--- src/logic/wdog_cfg.svh ---
`ifndef WDOG_CFG_SVH
`define WDOG_CFG_SVH
`define WDOG_CTRL_ADDR 8'hc0
`define WDOG_CTRL_RESET 8'h10
`define WDOG_PRE_MSB 7
`define WDOG_PRE_LSB 4
`define WDOG_IRQ_SEL_BIT 3
`define WDOG_STATUS_BIT 2
`define WDOG_RUN_BIT 1
`define WDOG_UNLOCK_BIT 0
`define WDOG_BASE_LOG2 9
`define WDOG_PRE_MAX 4'h7
`define WDOG_PRE_IMMEDIATE 4'h8
`endif

--- src/logic/wdog_pkg.sv ---
package wdog_pkg;
  typedef enum logic [1:0] {
    WD_IDLE = 2'b00,
    WD_RUN = 2'b01,
    WD_FIRE = 2'b11
  } wd_state_type;
endpackage

--- src/logic/tick_sync.sv ---
`timescale 1ns/1ps
module tick_sync (
  input wire logic sys_clk,
  input wire logic reset,
  input wire logic slow_clk,
  output logic tick
);
  typedef struct packed {
    logic s1;
    logic s2;
    logic s3;
    logic tick;
  } sync_state_type;
  sync_state_type st_reg, st_next;
  always_comb begin
    st_next = st_reg;
    st_next.s1 = slow_clk;
    st_next.s2 = st_reg.s1;
    st_next.s3 = st_reg.s2;
    st_next.tick = st_reg.s2 & ~st_reg.s3;
  end
  always_ff @(posedge sys_clk) begin
    if (reset) begin
      st_reg <= '0;
    end else begin
      st_reg <= st_next;
    end
  end
  assign tick = st_reg.tick;
endmodule

--- src/logic/watchdog_timeout_unit.sv ---
`timescale 1ns/1ps
`include "wdog_cfg.svh"
// How it works
// with the run bit clear the watchdog neither resets nor interrupts; the code still fires once if the run bit clears as the state enters WD_FIRE.
// while running, a timeout without re-arming fires a reset or an interrupt.
// the counter advances on rising edges of the 32 kHz low-speed clock.
// a control write is taken only in the instruction right after setting the unlock bit.
// timeout is 2 to the prescale times 2^9 low-speed periods for prescale 0 to 7.
// prescale sits in bits 7..4; code 8 resets at once, codes above 8 are reserved.
// with the irq select bit set, a timeout raises an interrupt instead of a reset.
// the interrupt ignores the global enable and is fixed high priority.
// every timeout sets the status bit.
// the status bit clears only by a written 0 or an external reset, not by a watchdog reset.
// setting the run bit enables the watchdog and clears its counters.
// the run bit clears on a written 0, a watchdog reset in reset mode, hard reset or supply monitor event.
// in interrupt mode the watchdog interrupts repeatedly at the selected period.
// the unlock bit clears after the next instruction whether or not it wrote the register.
module watchdog_timeout_unit #(
  parameter int CNT_W = 17
) (
  input wire logic sys_clk,
  input wire logic reset,
  input wire logic slow_clk,
  input wire logic instr_done,
  input wire logic ctrl_wr,
  input wire logic [7:0] ctrl_addr,
  input wire logic [7:0] ctrl_wdata,
  input wire logic unlock_set,
  input wire logic supply_monitor,
  output logic [7:0] ctrl_rdata,
  output logic wdog_reset,
  output logic wdog_irq
);
  import wdog_pkg::*;
  typedef struct packed {
    wd_state_type state;
    logic [3:0] timeout_prescale;
    logic timeout_irq_select;
    logic timeout_status_flag;
    logic wdog_run_bit;
    logic write_unlock_bit;
    logic unlock_armed;
    logic [CNT_W-1:0] count;
    logic [7:0] rdata;
    logic wdog_reset;
    logic wdog_irq;
  } wd_reg_type;
  wd_reg_type r_reg, r_next;
  logic tick;
  logic [CNT_W-1:0] limit;
  logic wr_hit;
  logic expired;
  logic immediate;
  tick_sync u_tick (
    .sys_clk(sys_clk),
    .reset(reset),
    .slow_clk(slow_clk),
    .tick(tick)
  );
  // timeout in slow periods, minus one so the compare hits on the last tick
  assign limit = CNT_W'((1 << (`WDOG_BASE_LOG2 + r_reg.timeout_prescale[2:0])) - 1);
  assign wr_hit = ctrl_wr && ctrl_addr == `WDOG_CTRL_ADDR && r_reg.unlock_armed;
  assign immediate = r_reg.timeout_prescale == `WDOG_PRE_IMMEDIATE;
  assign expired = tick && r_reg.count == limit && r_reg.timeout_prescale <= `WDOG_PRE_MAX;
  always_comb begin
    r_next = r_reg;
    r_next.wdog_reset = 1'b0;
    r_next.wdog_irq = 1'b0;
    if (unlock_set) begin
      r_next.write_unlock_bit = 1'b1;
      r_next.unlock_armed = 1'b0;
    end else if (instr_done && r_reg.write_unlock_bit) begin
      r_next.unlock_armed = 1'b1;
      r_next.write_unlock_bit = 1'b0;
    end else if (instr_done && r_reg.unlock_armed) begin
      r_next.unlock_armed = 1'b0;
    end
    if (tick && r_reg.wdog_run_bit) begin
      r_next.count = r_reg.count + CNT_W'(1);
    end
    case (r_reg.state)
      WD_IDLE: begin
        r_next.count = '0;
        if (r_reg.wdog_run_bit) begin
          r_next.state = WD_RUN;
        end
      end
      WD_RUN: begin
        if (!r_reg.wdog_run_bit) begin
          r_next.state = WD_IDLE;
        end else if (expired || immediate) begin
          r_next.state = WD_FIRE;
        end
      end
      WD_FIRE: begin
        r_next.count = '0;
        r_next.timeout_status_flag = 1'b1;
        if (r_reg.timeout_irq_select && !immediate) begin
          r_next.wdog_irq = 1'b1;
          r_next.state = WD_RUN;
        end else begin
          r_next.wdog_reset = 1'b1;
          r_next.wdog_run_bit = 1'b0;
          r_next.state = WD_IDLE;
        end
      end
      default: begin
        r_next.state = WD_IDLE;
      end
    endcase
    if (wr_hit) begin
      r_next.unlock_armed = 1'b0;
      r_next.timeout_prescale = ctrl_wdata[`WDOG_PRE_MSB:`WDOG_PRE_LSB];
      r_next.timeout_irq_select = ctrl_wdata[`WDOG_IRQ_SEL_BIT];
      // a timeout in the same cycle wins over a cleared status bit
      if (!ctrl_wdata[`WDOG_STATUS_BIT] && r_reg.state != WD_FIRE) begin
        r_next.timeout_status_flag = 1'b0;
      end
      r_next.wdog_run_bit = ctrl_wdata[`WDOG_RUN_BIT];
      if (ctrl_wdata[`WDOG_RUN_BIT]) begin
        r_next.count = '0;
        r_next.state = WD_RUN;
      end
    end
    if (supply_monitor) begin
      r_next.wdog_run_bit = 1'b0;
    end
    // a watchdog reset outranks a write landing in the same cycle
    if (r_next.wdog_reset) begin
      r_next.wdog_run_bit = 1'b0;
      r_next.state = WD_IDLE;
    end
    r_next.rdata = {r_next.timeout_prescale, r_next.timeout_irq_select, r_next.timeout_status_flag,
                    r_next.wdog_run_bit, r_next.write_unlock_bit};
  end
  always_ff @(posedge sys_clk) begin
    if (reset) begin
      r_reg <= '0;
      r_reg.timeout_prescale <= 4'(`WDOG_CTRL_RESET >> `WDOG_PRE_LSB);
      r_reg.rdata <= `WDOG_CTRL_RESET;
      r_reg.state <= WD_IDLE;
    end else begin
      r_reg <= r_next;
    end
  end
  assign ctrl_rdata = r_reg.rdata;
  assign wdog_reset = r_reg.wdog_reset;
  assign wdog_irq = r_reg.wdog_irq;
endmodule

--- config.mk ---
export PLATFORM = sky130hd
export DESIGN_NAME = watchdog_timeout_unit
export DESIGN_NICKNAME = d
export VERILOG_FILES = /design/src/logic/wdog_pkg.sv /design/src/logic/tick_sync.sv /design/src/logic/watchdog_timeout_unit.sv
export VERILOG_INCLUDE_DIRS = /design/src /design/src/logic
export SDC_FILE = /design/constraint.sdc
export NUM_CORES = 1
export LEC_CHECK = 0
export ABC_AREA = 0
export BUFFER_PORTS_ARGS = -buffer_cell sky130_fd_sc_hd__clkbuf_2
export CAP_MARGIN = 20
export CELL_PAD_IN_SITES_DETAIL_PLACEMENT = 1
export CELL_PAD_IN_SITES_GLOBAL_PLACEMENT = 1
export CORE_ASPECT_RATIO = 1.25
export CORE_MARGIN = 8
export CORE_UTILIZATION = 35
export CTS_BUF_LIST = sky130_fd_sc_hd__clkbuf_8 sky130_fd_sc_hd__clkbuf_16
export CTS_CLUSTER_SIZE = 24
export DETAILED_ROUTE_END_ITERATION = 7
export GPL_ROUTABILITY_DRIVEN = 0
export PLACE_DENSITY = 0.7
export SYNTH_ARGS = -nofsm -noshare
export SYNTH_HDL_FRONTEND = slang
export SYNTH_SLANG_ARGS = --single-unit
--- constraint.sdc ---
create_clock -name sys_clk -period 4.25 [get_ports sys_clk]
set_clock_uncertainty 0.15 [all_clocks]
set_input_delay 0.425 -clock sys_clk [delete_from_list [all_inputs] [get_ports sys_clk]]
set_output_delay 0.425 -clock sys_clk [all_outputs]
set_load 0.1 [all_outputs]
==> metrics.txt, run 1 <==
status finished, final reports clean; pwr dens about 300 nW/um2; hold crit path type primary input to flop; reg2reg path depth 11; Syn Std Cell Area ~2100 um2; RSZ-0062 raised after global routing false; Routed WL per cell ~15 um; critical path launch point type flop; Clock Latency Late Sink just under 0.3 ns; Tot Pwr just over 700 uW; initial antenna violation count 0; initial drt markers 37; HPWL after DPL between 3000 and 4000 um; Max FO, Critical Path 14; TritonCTS clock tree done; via count around 1,800; Post-Synthesis Net Count between 200 and 300; Max-slew headroom 0.5283; Finished Cell Area between 2000 and 2500 um2; die width between 80 and 90 um; Max Slew Vio Count 0; logic gate share of total power 0.041; Pleak 0.0008370 uW; CP Capture Type flop; peak supply drop between 150 and 200 uV; Inserted Clock Buffers 5; vias per inst 5.266; cts hold-fix bufs 0; Synth Area per Inst ~8.3 um2; Synth Instances about 260; Hold WS between 0.15 and 0.2 ns; share of layout cells above drive strength 1 0.1812; largest net degree at the start of global routing 18; final setup fails 0; fin nets roughly 310; Reg2Reg Setup Slack slightly below 1 ns; Worst Max-Slew Pin Slew 0.6977 ns; Starting Density 0.3645; Largest register FFs 24; cell area after placement about 2200 um2; FMAX ~0.31 GHz; Tmin final between 3 and 4 ns; Async S/R FF share, synth 0; clock slew seen by the registers of the worst setup and hold paths ~0.080 ns; Post-CTS Setup Inserts 0; Worst Path Required approximately 4.3 ns; PortBufs 31; Die Area around 8800 um2; Final Util 0.4062; worst setup path class flop to flop; Core ar. 5818 um2; I/O pins 33; Worst EP arrival around 3.4 ns; register share of total power 0.447; register area share after synthesis 0.3209; H-tree depth 2; main flop type after synthesis dfxtp_1; NetSw roughly 150 uW; synth unique cells 53; DRT antenna net count 0; Sink Count 34; Fin Setup TNS 0 ns; final hold vios 0; clock power share 0.512; ant diodes 0; first-pass GRT wire length around 8700 um; Die Y 103.0 um; Worst Hold Path Cells 2; Tcrit/Tclk final 0.7692; #FFs+latches synth 34; switch share 0.2082; grt total ovfl 0; row count 31; PostCTS Resize Cnt 0; GRT Overall Usage 0.1219; DR DRC count 0; DRT Pass-1 Iters 4; max cap viols 0; vias in the first global route around 1,900; CTS max path bufs 2; internal cell power between 500 and 600 uW; number of flops mapped to enable cells by yosys 0; root buf cell clkbuf_8; Post-Route WL roughly 5100 um; Area growth, synth to finish 11.45%; Ys Warns 0
==> path summary, 6_finish.rpt <==
check	startpoint	endpoint
worst max-delay path	r_reg[33]$_SDFFE_PP0P_	r_reg[37]$_SDFF_PP0_
worst min-delay path	unlock_set	r_reg[27]$_SDFFE_PP0P_
worst max register to register	r_reg[33]$_SDFFE_PP0P_	r_reg[37]$_SDFF_PP0_
worst min register to register	u_tick.st_reg[1]$_SDFF_PP0_	u_tick.tick$_SDFF_PP0_
==> per-stage QoR <==
step / worst slack, ns / cells
final: 0.9810 / 342
after global routing: 0.8060 / 342
after CTS: 1.003 / 342
after detailed placement: 1.030 / 334
after global placement: 1.093 / 334
after floorplan: 1.288 / 257
==> final cells by class <==
type	count	area (um2)
fill	711	3455
multi-input combinational	190	1251
sequential	34	680.7
timing repair buffer	33	170.2
tap	66	82.58
clock buffer	5	68.82
clock inverter	3	68.82
inverter	11	41.29
==> worst max-delay path, cell delays in order, from the launching register on <==
cell and delay [ns]:
dfxtp_1 0.63, nand2_4 0.09, inv_1 0.09, ha_1 0.24
or3_1 0.36, ha_1 0.37, nor3_1 0.19, nand3_1 0.12
a31o_2 0.26, a221oi_1 0.32, nand4_1 0.21, a21oi_1 0.17
==> cell families after synthesis <==
family,Yosys count,share of synthesized area
AO/OA/AOI/OAI,39,0.1156
XOR/XNOR,23,0.09498
adder cells (fa/ha/maj),7,0.04130
buffers and inverters,33,0.08908
flip-flops,34,0.3209
multiplexers,2,0.009440
other,1,0.001768
AND/OR/NAND/NOR,118,0.3268
==> power groups by stage <==
stage	clock network, uW	registers (uW)	logic (uW)
2_1_floorplan	0	329	17.0
5_1_grt	390	322	32.9
3_5_place_dp	0	329	29.6
3_3_place_gp	0	329	29.0
4_1_cts	376	321	29.8
6_report	367	321	29.5
==> synthesized netlist by cell type (3+ instances only) <==
master	instances	area share
nand2b_1	6	0.018
o21ai_0	6	0.014
inv_1	11	0.019
xnor2_1	16	0.066
nor4_1	4	0.012
nor3_1	5	0.012
dfxtp_1	34	0.32
nor2b_1	11	0.032
nor2_1	28	0.050
xor2_1	7	0.029
nor4b_1	3	0.012
nand2_1	20	0.035
nand4_1	6	0.018
buf_4	10	0.035
nand3_1	13	0.031
ha_1	7	0.041
buf_6	3	0.016
buf_2	4	0.0094
a21oi_1	15	0.035
clkbuf_1	5	0.0089
==> metal layers <==
metal,track usage,share of wire
met1,0.1336,0.44
met2,0.2177,0.49
met3,0.04067,0.059
met4,0.03649,0.010
met5,0,0
==> cells in the final DEF, fill, tap and decap left out, drive strengths merged, types with 8 or more instances in the layout <==
cell and n:
a21oi 15, clkbuf 36, dfxtp 34, inv 11, nand2 21, nand3 13, nor2 28, nor2b 11
o21ai 8, xnor2 16
(Power assumes the default switching activity.)
==> run 2, diff against run 1 <==
--- a/config.mk
+++ b/config.mk
@@ -6,7 +6,7 @@
 export SDC_FILE = /design/constraint.sdc
 export NUM_CORES = 1
 export LEC_CHECK = 0
-export ABC_AREA = 0
+export ABC_AREA = 1
 export BUFFER_PORTS_ARGS = -buffer_cell sky130_fd_sc_hd__clkbuf_2
 export CAP_MARGIN = 20
 export CELL_PAD_IN_SITES_DETAIL_PLACEMENT = 1
@@ -18,7 +18,7 @@
 export CTS_CLUSTER_SIZE = 24
 export DETAILED_ROUTE_END_ITERATION = 7
 export GPL_ROUTABILITY_DRIVEN = 0
-export PLACE_DENSITY = 0.7
+export PLACE_DENSITY = 0.75
 export SYNTH_ARGS = -nofsm -noshare
 export SYNTH_HDL_FRONTEND = slang
 export SYNTH_SLANG_ARGS = --single-unit
==> constraint.sdc (replaced) <==
create_clock -name sys_clk -period 2.85 [get_ports sys_clk]
set_clock_uncertainty 0.15 [all_clocks]
set_input_delay 0.285 -clock sys_clk [delete_from_list [all_inputs] [get_ports sys_clk]]
set_output_delay 0.285 -clock sys_clk [all_outputs]
set_load 0.1 [all_outputs]
==> metrics.txt, run 2 <==
ant diodes 0; status finished, final reports clean; GRT Overall Usage 0.1262; max cap viols 0; most numerous cell in the Yosys netlist nand2_1; Fill cells roughly 780; top cells by count, synth nand2_1 (66), inv_1 (42), nor2_1 (41); Crit path depth 20; Worst Hold Path Cells 2; vias per inst 4.800; Die Area slightly below 9000 um2; critical path launch point type flop; first-pass GRT wire length around 9000 um; RSZ-0062 raised after global routing false; main flop type after synthesis dfxtp_1; H-tree depth 2; Reg2Reg Setup Slack approximately 0.28 ns; Core ar. 5818 um2; root buf cell clkbuf_8; worst setup path class flop to flop; number of flops mapped to enable cells by yosys 0; Worst Max-Slew Pin Slew roughly 0.54 ns; Post-Route WL just over 5000 um; Worst EP arrival about 2.6 ns; Async S/R FF share, synth 0; Routed WL per cell approximately 13 um; Worst Path Buf+Inv 1; register area share after synthesis 0.3215; register share of total power 0.563; multi-input logic area between 1000 and 1500 um2; Hold WS 0.02398 ns; most frequent cells in the layout nand2_1 (65), inv_1 (44), nor2_1 (40), dfxtp_1 (31), clkbuf_2 (31); fin nets 370; Synth area leaders dfxtp_1 (32%), nand2_1 (12%), inv_1 (7.4%), nor2_1 (7.3%), nand3_1 (5.4%); Syn Std Cell Area between 2000 and 2500 um2; most common cell after layout, fill and taps aside nand2_1; DRT Pass-1 Iters 4; pwr dens 351.1 nW/um2; Fin Setup TNS 0 ns; share of layout cells above drive strength 1 0.2206; I/O pins 33; synth unique cells 36; vias in the first global route 2,042; Crit path largest cell delay between 0.3 and 0.4 ns; CTS max path bufs 2; Reg area ~680 um2; post-route insts no fill between 400 and 500; cell count after placement 399; internal cell power 658.9 uW; post-synth top area share 0.3215; Reg-to-Reg Start r_reg[33]$_SDFFE_PP0P_; switch share 0.2276; #FFs+latches synth 34; Starting Density 0.3639; Tmin final roughly 2.6 ns; Synth area leader dfxtp_1; FMAX slightly below 0.4 GHz; Ys Warns 0; CP startpoint r_reg[33]$_SDFFE_PP0P_; Clock Latency Late Sink between 0.2 and 0.3 ns; reg2reg path depth 20; Hold Path Origin supply_monitor; final hold vios 0; Sink Count 34; Worst path top cell family by delay simple AND/OR/NAND/NOR gates; initial drt markers 38; row count 31; Setup Slack @ Placement just under 0.2 ns; Worst Path Required 2.91 ns; clock slew seen by the registers of the worst setup and hold paths ~0.070 ns; Largest register FFs 24; hold crit path type primary input to flop; NetSw slightly below 200 uW; initial antenna violation count 0; clock power share 0.383; Synth Instances between 300 and 400; DR DRC count 0; CP Cell Sequence nand2_4 > inv_4 > ha_4 > nor2_2 > nand2_2 > ha_4 > nor2_1 > nor2_1 > nand3_1 > nor2_1 > nand2_1 > nor2_2 > nand3_1 > nor2_1 > nand2_1 > nand3_1 > nand2_1 > nand2_1 > nand2_1 > a21oi_1; Final Util 0.4176; grt total ovfl 0; Inserted Clock Buffers 5; Post-Synthesis Net Count between 300 and 400; worst setup margin 0.2806 ns; Tcrit/Tclk final 0.9015; Area growth, synth to finish 14.78%; TritonCTS clock tree done; Pleak 0.001098 uW; CP Capture Type flop; DRT antenna net count 0; final setup fails 0; Max Slew Vio Count 0; logic gate share of total power 0.054; via count between 1,500 and 2,000; PortBufs 31; largest net degree at the start of global routing 12; Synth Area per Inst 6.873 um2; peak supply drop 185.3 uV; Critical-path top delay cell dfxtp_2; CP most frequent cell nand2_1; die width ~86 um; Max FO, Critical Path 5; Die Y a little over 100 um; Max-slew headroom 0.6385; HPWL after DPL 4248 um
-- run 2: cell types whose count changed in the layout (fill, tap and decap cells not counted), moves of 6 or more --
cell / before / now
nand2b_1: 6 / 0
inv_1: 11 / 44
nor2_1: 28 / 40
nand3_1: 13 / 23
nand2_2: 0 / 6
nand2_1: 20 / 65
xnor2_1: 16 / 2
nor2b_1: 11 / 0
-- run 2: logic make-up (layout without fill, tap and decap cells) --
logic type | after synthesis | after routing | share of synthesized area
DFF | 34 | 34 | 0.3215
adders and majority gates | 7 | 7 | 0.04137
other | 1 | 1 | 0.001771
AOI/OAI and AO/OA | 24 | 24 | 0.06205
xor gates and xnor gates | 14 | 14 | 0.05792
buffers and inverters | 59 | 91 | 0.1247
and+or+nand+nor | 169 | 169 | 0.3907
-- run 2: path summary, 6_finish.rpt --
| kind | to |
|---|---|
| setup / recovery | r_reg[36]$_SDFF_PP0_ |
| hold / removal | ctrl_rdata[1]$_SDFFE_PP0P_ |
| setup reg to reg | r_reg[36]$_SDFF_PP0_ |
| hold reg to reg | u_tick.tick$_SDFF_PP0_ |
-- run 2: routing by layer --
layer | share of wire | up-vias | track usage
met5 | 0 | - | 0
met4 | 0.021 | 0 | 0.05541
met3 | 0.022 | 8 | 0.02313
met2 | 0.52 | 16 | 0.2404
met1 | 0.43 | 907 | 0.1316
li1 | - | 1018 | -
-- run 2: worst register-to-register path: cells and delay by family (launching register included) --
kind	cells	cell delay, ns
and+or+nand+nor	16	1.30
adders and majority gates	2	0.49
DFF	1	0.35
AOI/OAI and AO/OA	1	0.11
buffers and inverters	1	0.10
-- run 2: what timing repair did --
item                                    CTS  global route
gates resized for setup                   0             8
hold buffers                              0             0
endpoints found under the setup margin    0             2
setup buffers                             0             0
-- run 2: stage by stage --
stage	total power (uW)	area [um2]
final	853.1	2430
after global routing	886.0	2430
after CTS	861.8	2396
after detailed placement	536.5	2320
after global placement	535.0	2320
after floorplan	517.6	2117
-- run 2: area by class of cell --
| class | instances | area share |
|---|---|---|
| inverter | 46 | 0.07261 |
| clock buffer | 5 | 0.02832 |
| clock inverter | 2 | 0.003090 |
| tap | 66 | 0.03399 |
| timing repair buffer | 38 | 0.08548 |
| sequential | 34 | 0.2817 |
| multi-input combinational | 215 | 0.4948 |
-- run 2: power groups by stage --
stage	combinational [uW]	sequential, uW	clock [uW]
after CTS	45.7	480	336
after global placement	44.2	491	0
after global routing	51.9	480	354
after floorplan	27.0	491	0
after detailed placement	45.6	491	0
final	46.4	480	327
==> run 3, diff against run 2 <==
--- a/config.mk
+++ b/config.mk
@@ -18,7 +18,7 @@
 export CTS_CLUSTER_SIZE = 24
 export DETAILED_ROUTE_END_ITERATION = 7
 export GPL_ROUTABILITY_DRIVEN = 0
-export PLACE_DENSITY = 0.75
+export PLACE_DENSITY = 0.81
 export SYNTH_ARGS = -nofsm -noshare
 export SYNTH_HDL_FRONTEND = slang
 export SYNTH_SLANG_ARGS = --single-unit
==> metrics.txt, run 3 (synthesis gave the netlist of run 2 again) <==
H-tree depth 2; initial antenna violation count 0; root buf cell clkbuf_8; Pleak about 0.0011 uW; row count 31; Starting Density 0.3639; Tcrit/Tclk final 0.9118; FMAX 0.3848 GHz; Fin Setup TNS 0 ns; Inserted Clock Buffers 5; HPWL after DPL around 4300 um; DR DRC count 0; Max-slew headroom 0.6335; DRT antenna net count 0; fin nets roughly 370; share of layout cells above drive strength 1 0.2245; Clock Latency Late Sink between 0.2 and 0.3 ns; initial drt markers 67; I/O pins 33; most common cell after layout, fill and taps aside nand2_1; status finished, final reports clean; vias in the first global route 2,132; clock slew seen by the registers of the worst setup and hold paths about 0.070 ns; Core ar. 5818 um2; max cap viols 0; Die Y roughly 100 um; GRT Overall Usage 0.1354; Routed WL per cell 13.61 um; Sink Count 34; die width roughly 86 um; DRT Pass-1 Iters 4; Max FO, Critical Path 6; final setup fails 0; critical path launch point type flop; Post-Route WL 5565 um; CP Capture Type flop; ant diodes 0; Die Area around 8800 um2; worst setup path class flop to flop; Worst EP arrival 2.67 ns; RSZ-0062 raised after global routing false; most frequent cells in the layout nand2_1 (65), inv_1 (42), nor2_1 (41), dfxtp_1 (32), clkbuf_2 (31); TritonCTS clock tree done; final hold vios 0; largest net degree at the start of global routing 12; grt total ovfl 0; Setup Slack @ Placement between 0.2 and 0.25 ns; vias per inst approximately 5; hold crit path type primary input to flop; Fill cells between 700 and 800; peak supply drop 171.1 uV; Worst Max-Slew Pin Slew between 0.5 and 0.6 ns; pwr dens ~370 nW/um2; via count between 2,000 and 2,500; Tmin final between 2 and 3 ns; CTS max path bufs 2; PortBufs 31; Largest register FFs 24; worst setup margin about 0.25 ns; first-pass GRT wire length ~9600 um; Area growth, synth to finish 16.31%; Max Slew Vio Count 0; Worst Path Required 2.92 ns
==> run 3: final timing paths <==
check                              start                      endpoint  slack, ns  cells past startpoint
min                             slow_clk  u_tick.st_next[2]$_SDFF_PP0_       0.04                      3
min reg2reg  u_tick.st_reg[1]$_SDFF_PP0_        u_tick.tick$_SDFF_PP0_       0.25                      1
max               r_reg[34]$_SDFFE_PP0P_          r_reg[36]$_SDFF_PP0_       0.25                     18
max reg2reg       r_reg[34]$_SDFFE_PP0P_          r_reg[36]$_SDFF_PP0_       0.25                     18
==> run 3: routing by layer <==
layer,track usage,vias to the layer above,part of all wire
li1,-,1026,-
met1,0.1409,962,0.42
met2,0.2602,11,0.55
met3,0.02153,6,0.015
met4,0.06081,0,0.017
met5,0,-,0
==> run 3: worst max-delay path, cell delays in order, from the launching register on <==
cell	delay (ns)
dfxtp_1	0.50
ha_4	0.27
nor2_2	0.14
nand2_2	0.09
ha_4	0.28
nor2_1	0.03
nor2_1	0.10
nand3_1	0.10
nor2_1	0.12
nand2_1	0.07
nor2_1	0.09
nand3_1	0.08
nor2_1	0.09
nand2_1	0.09
nand3_1	0.08
nand2_1	0.05
nand2_1	0.05
nand2_1	0.05
a21oi_1	0.11
==> run 3: what timing repair did <==
item / CTS / global route
buffers inserted: 0 / 1
endpoints found under the hold margin: 1 / 0
hold buffers: 1 / 0
gates resized for setup: 0 / 5
setup endpoints to repair: 0 / 2
==> run 3: stage by stage <==
stage               hold WS, ns  instance area [um2]  instances  utilization  total power, uW
detailed placement       0.2480                 2320        399       0.3987            536.9
global placement         0.2388                 2320        399       0.3987            535.2
finish                  0.03809                 2462        409       0.4232            901.8
CTS                     0.03747                 2425        408       0.4168            913.9
floorplan                0.2134                 2117        308            -            517.6
global route            0.03583                 2462        409       0.4232            945.3
==> run 3: where the power goes <==
part,leakage (uW),switching (uW),internal (uW),total [uW]
clock,0.0000472,179,194,373
sequential,0.000275,1.67,478,480
combinational,0.000785,28.4,20.4,48.8
==> run 3: area by class of cell <==
cell class	count	area, um2	share of cell area
flip-flops and latches	34	683.2	0.2774
inverters	46	176.4	0.07165
clock inverters	2	12.51	0.005081
well taps	66	82.58	0.03354
clock buffers	6	82.58	0.03354
multi-input cells	215	1200	0.4873
repair buffers	40	225.2	0.09146
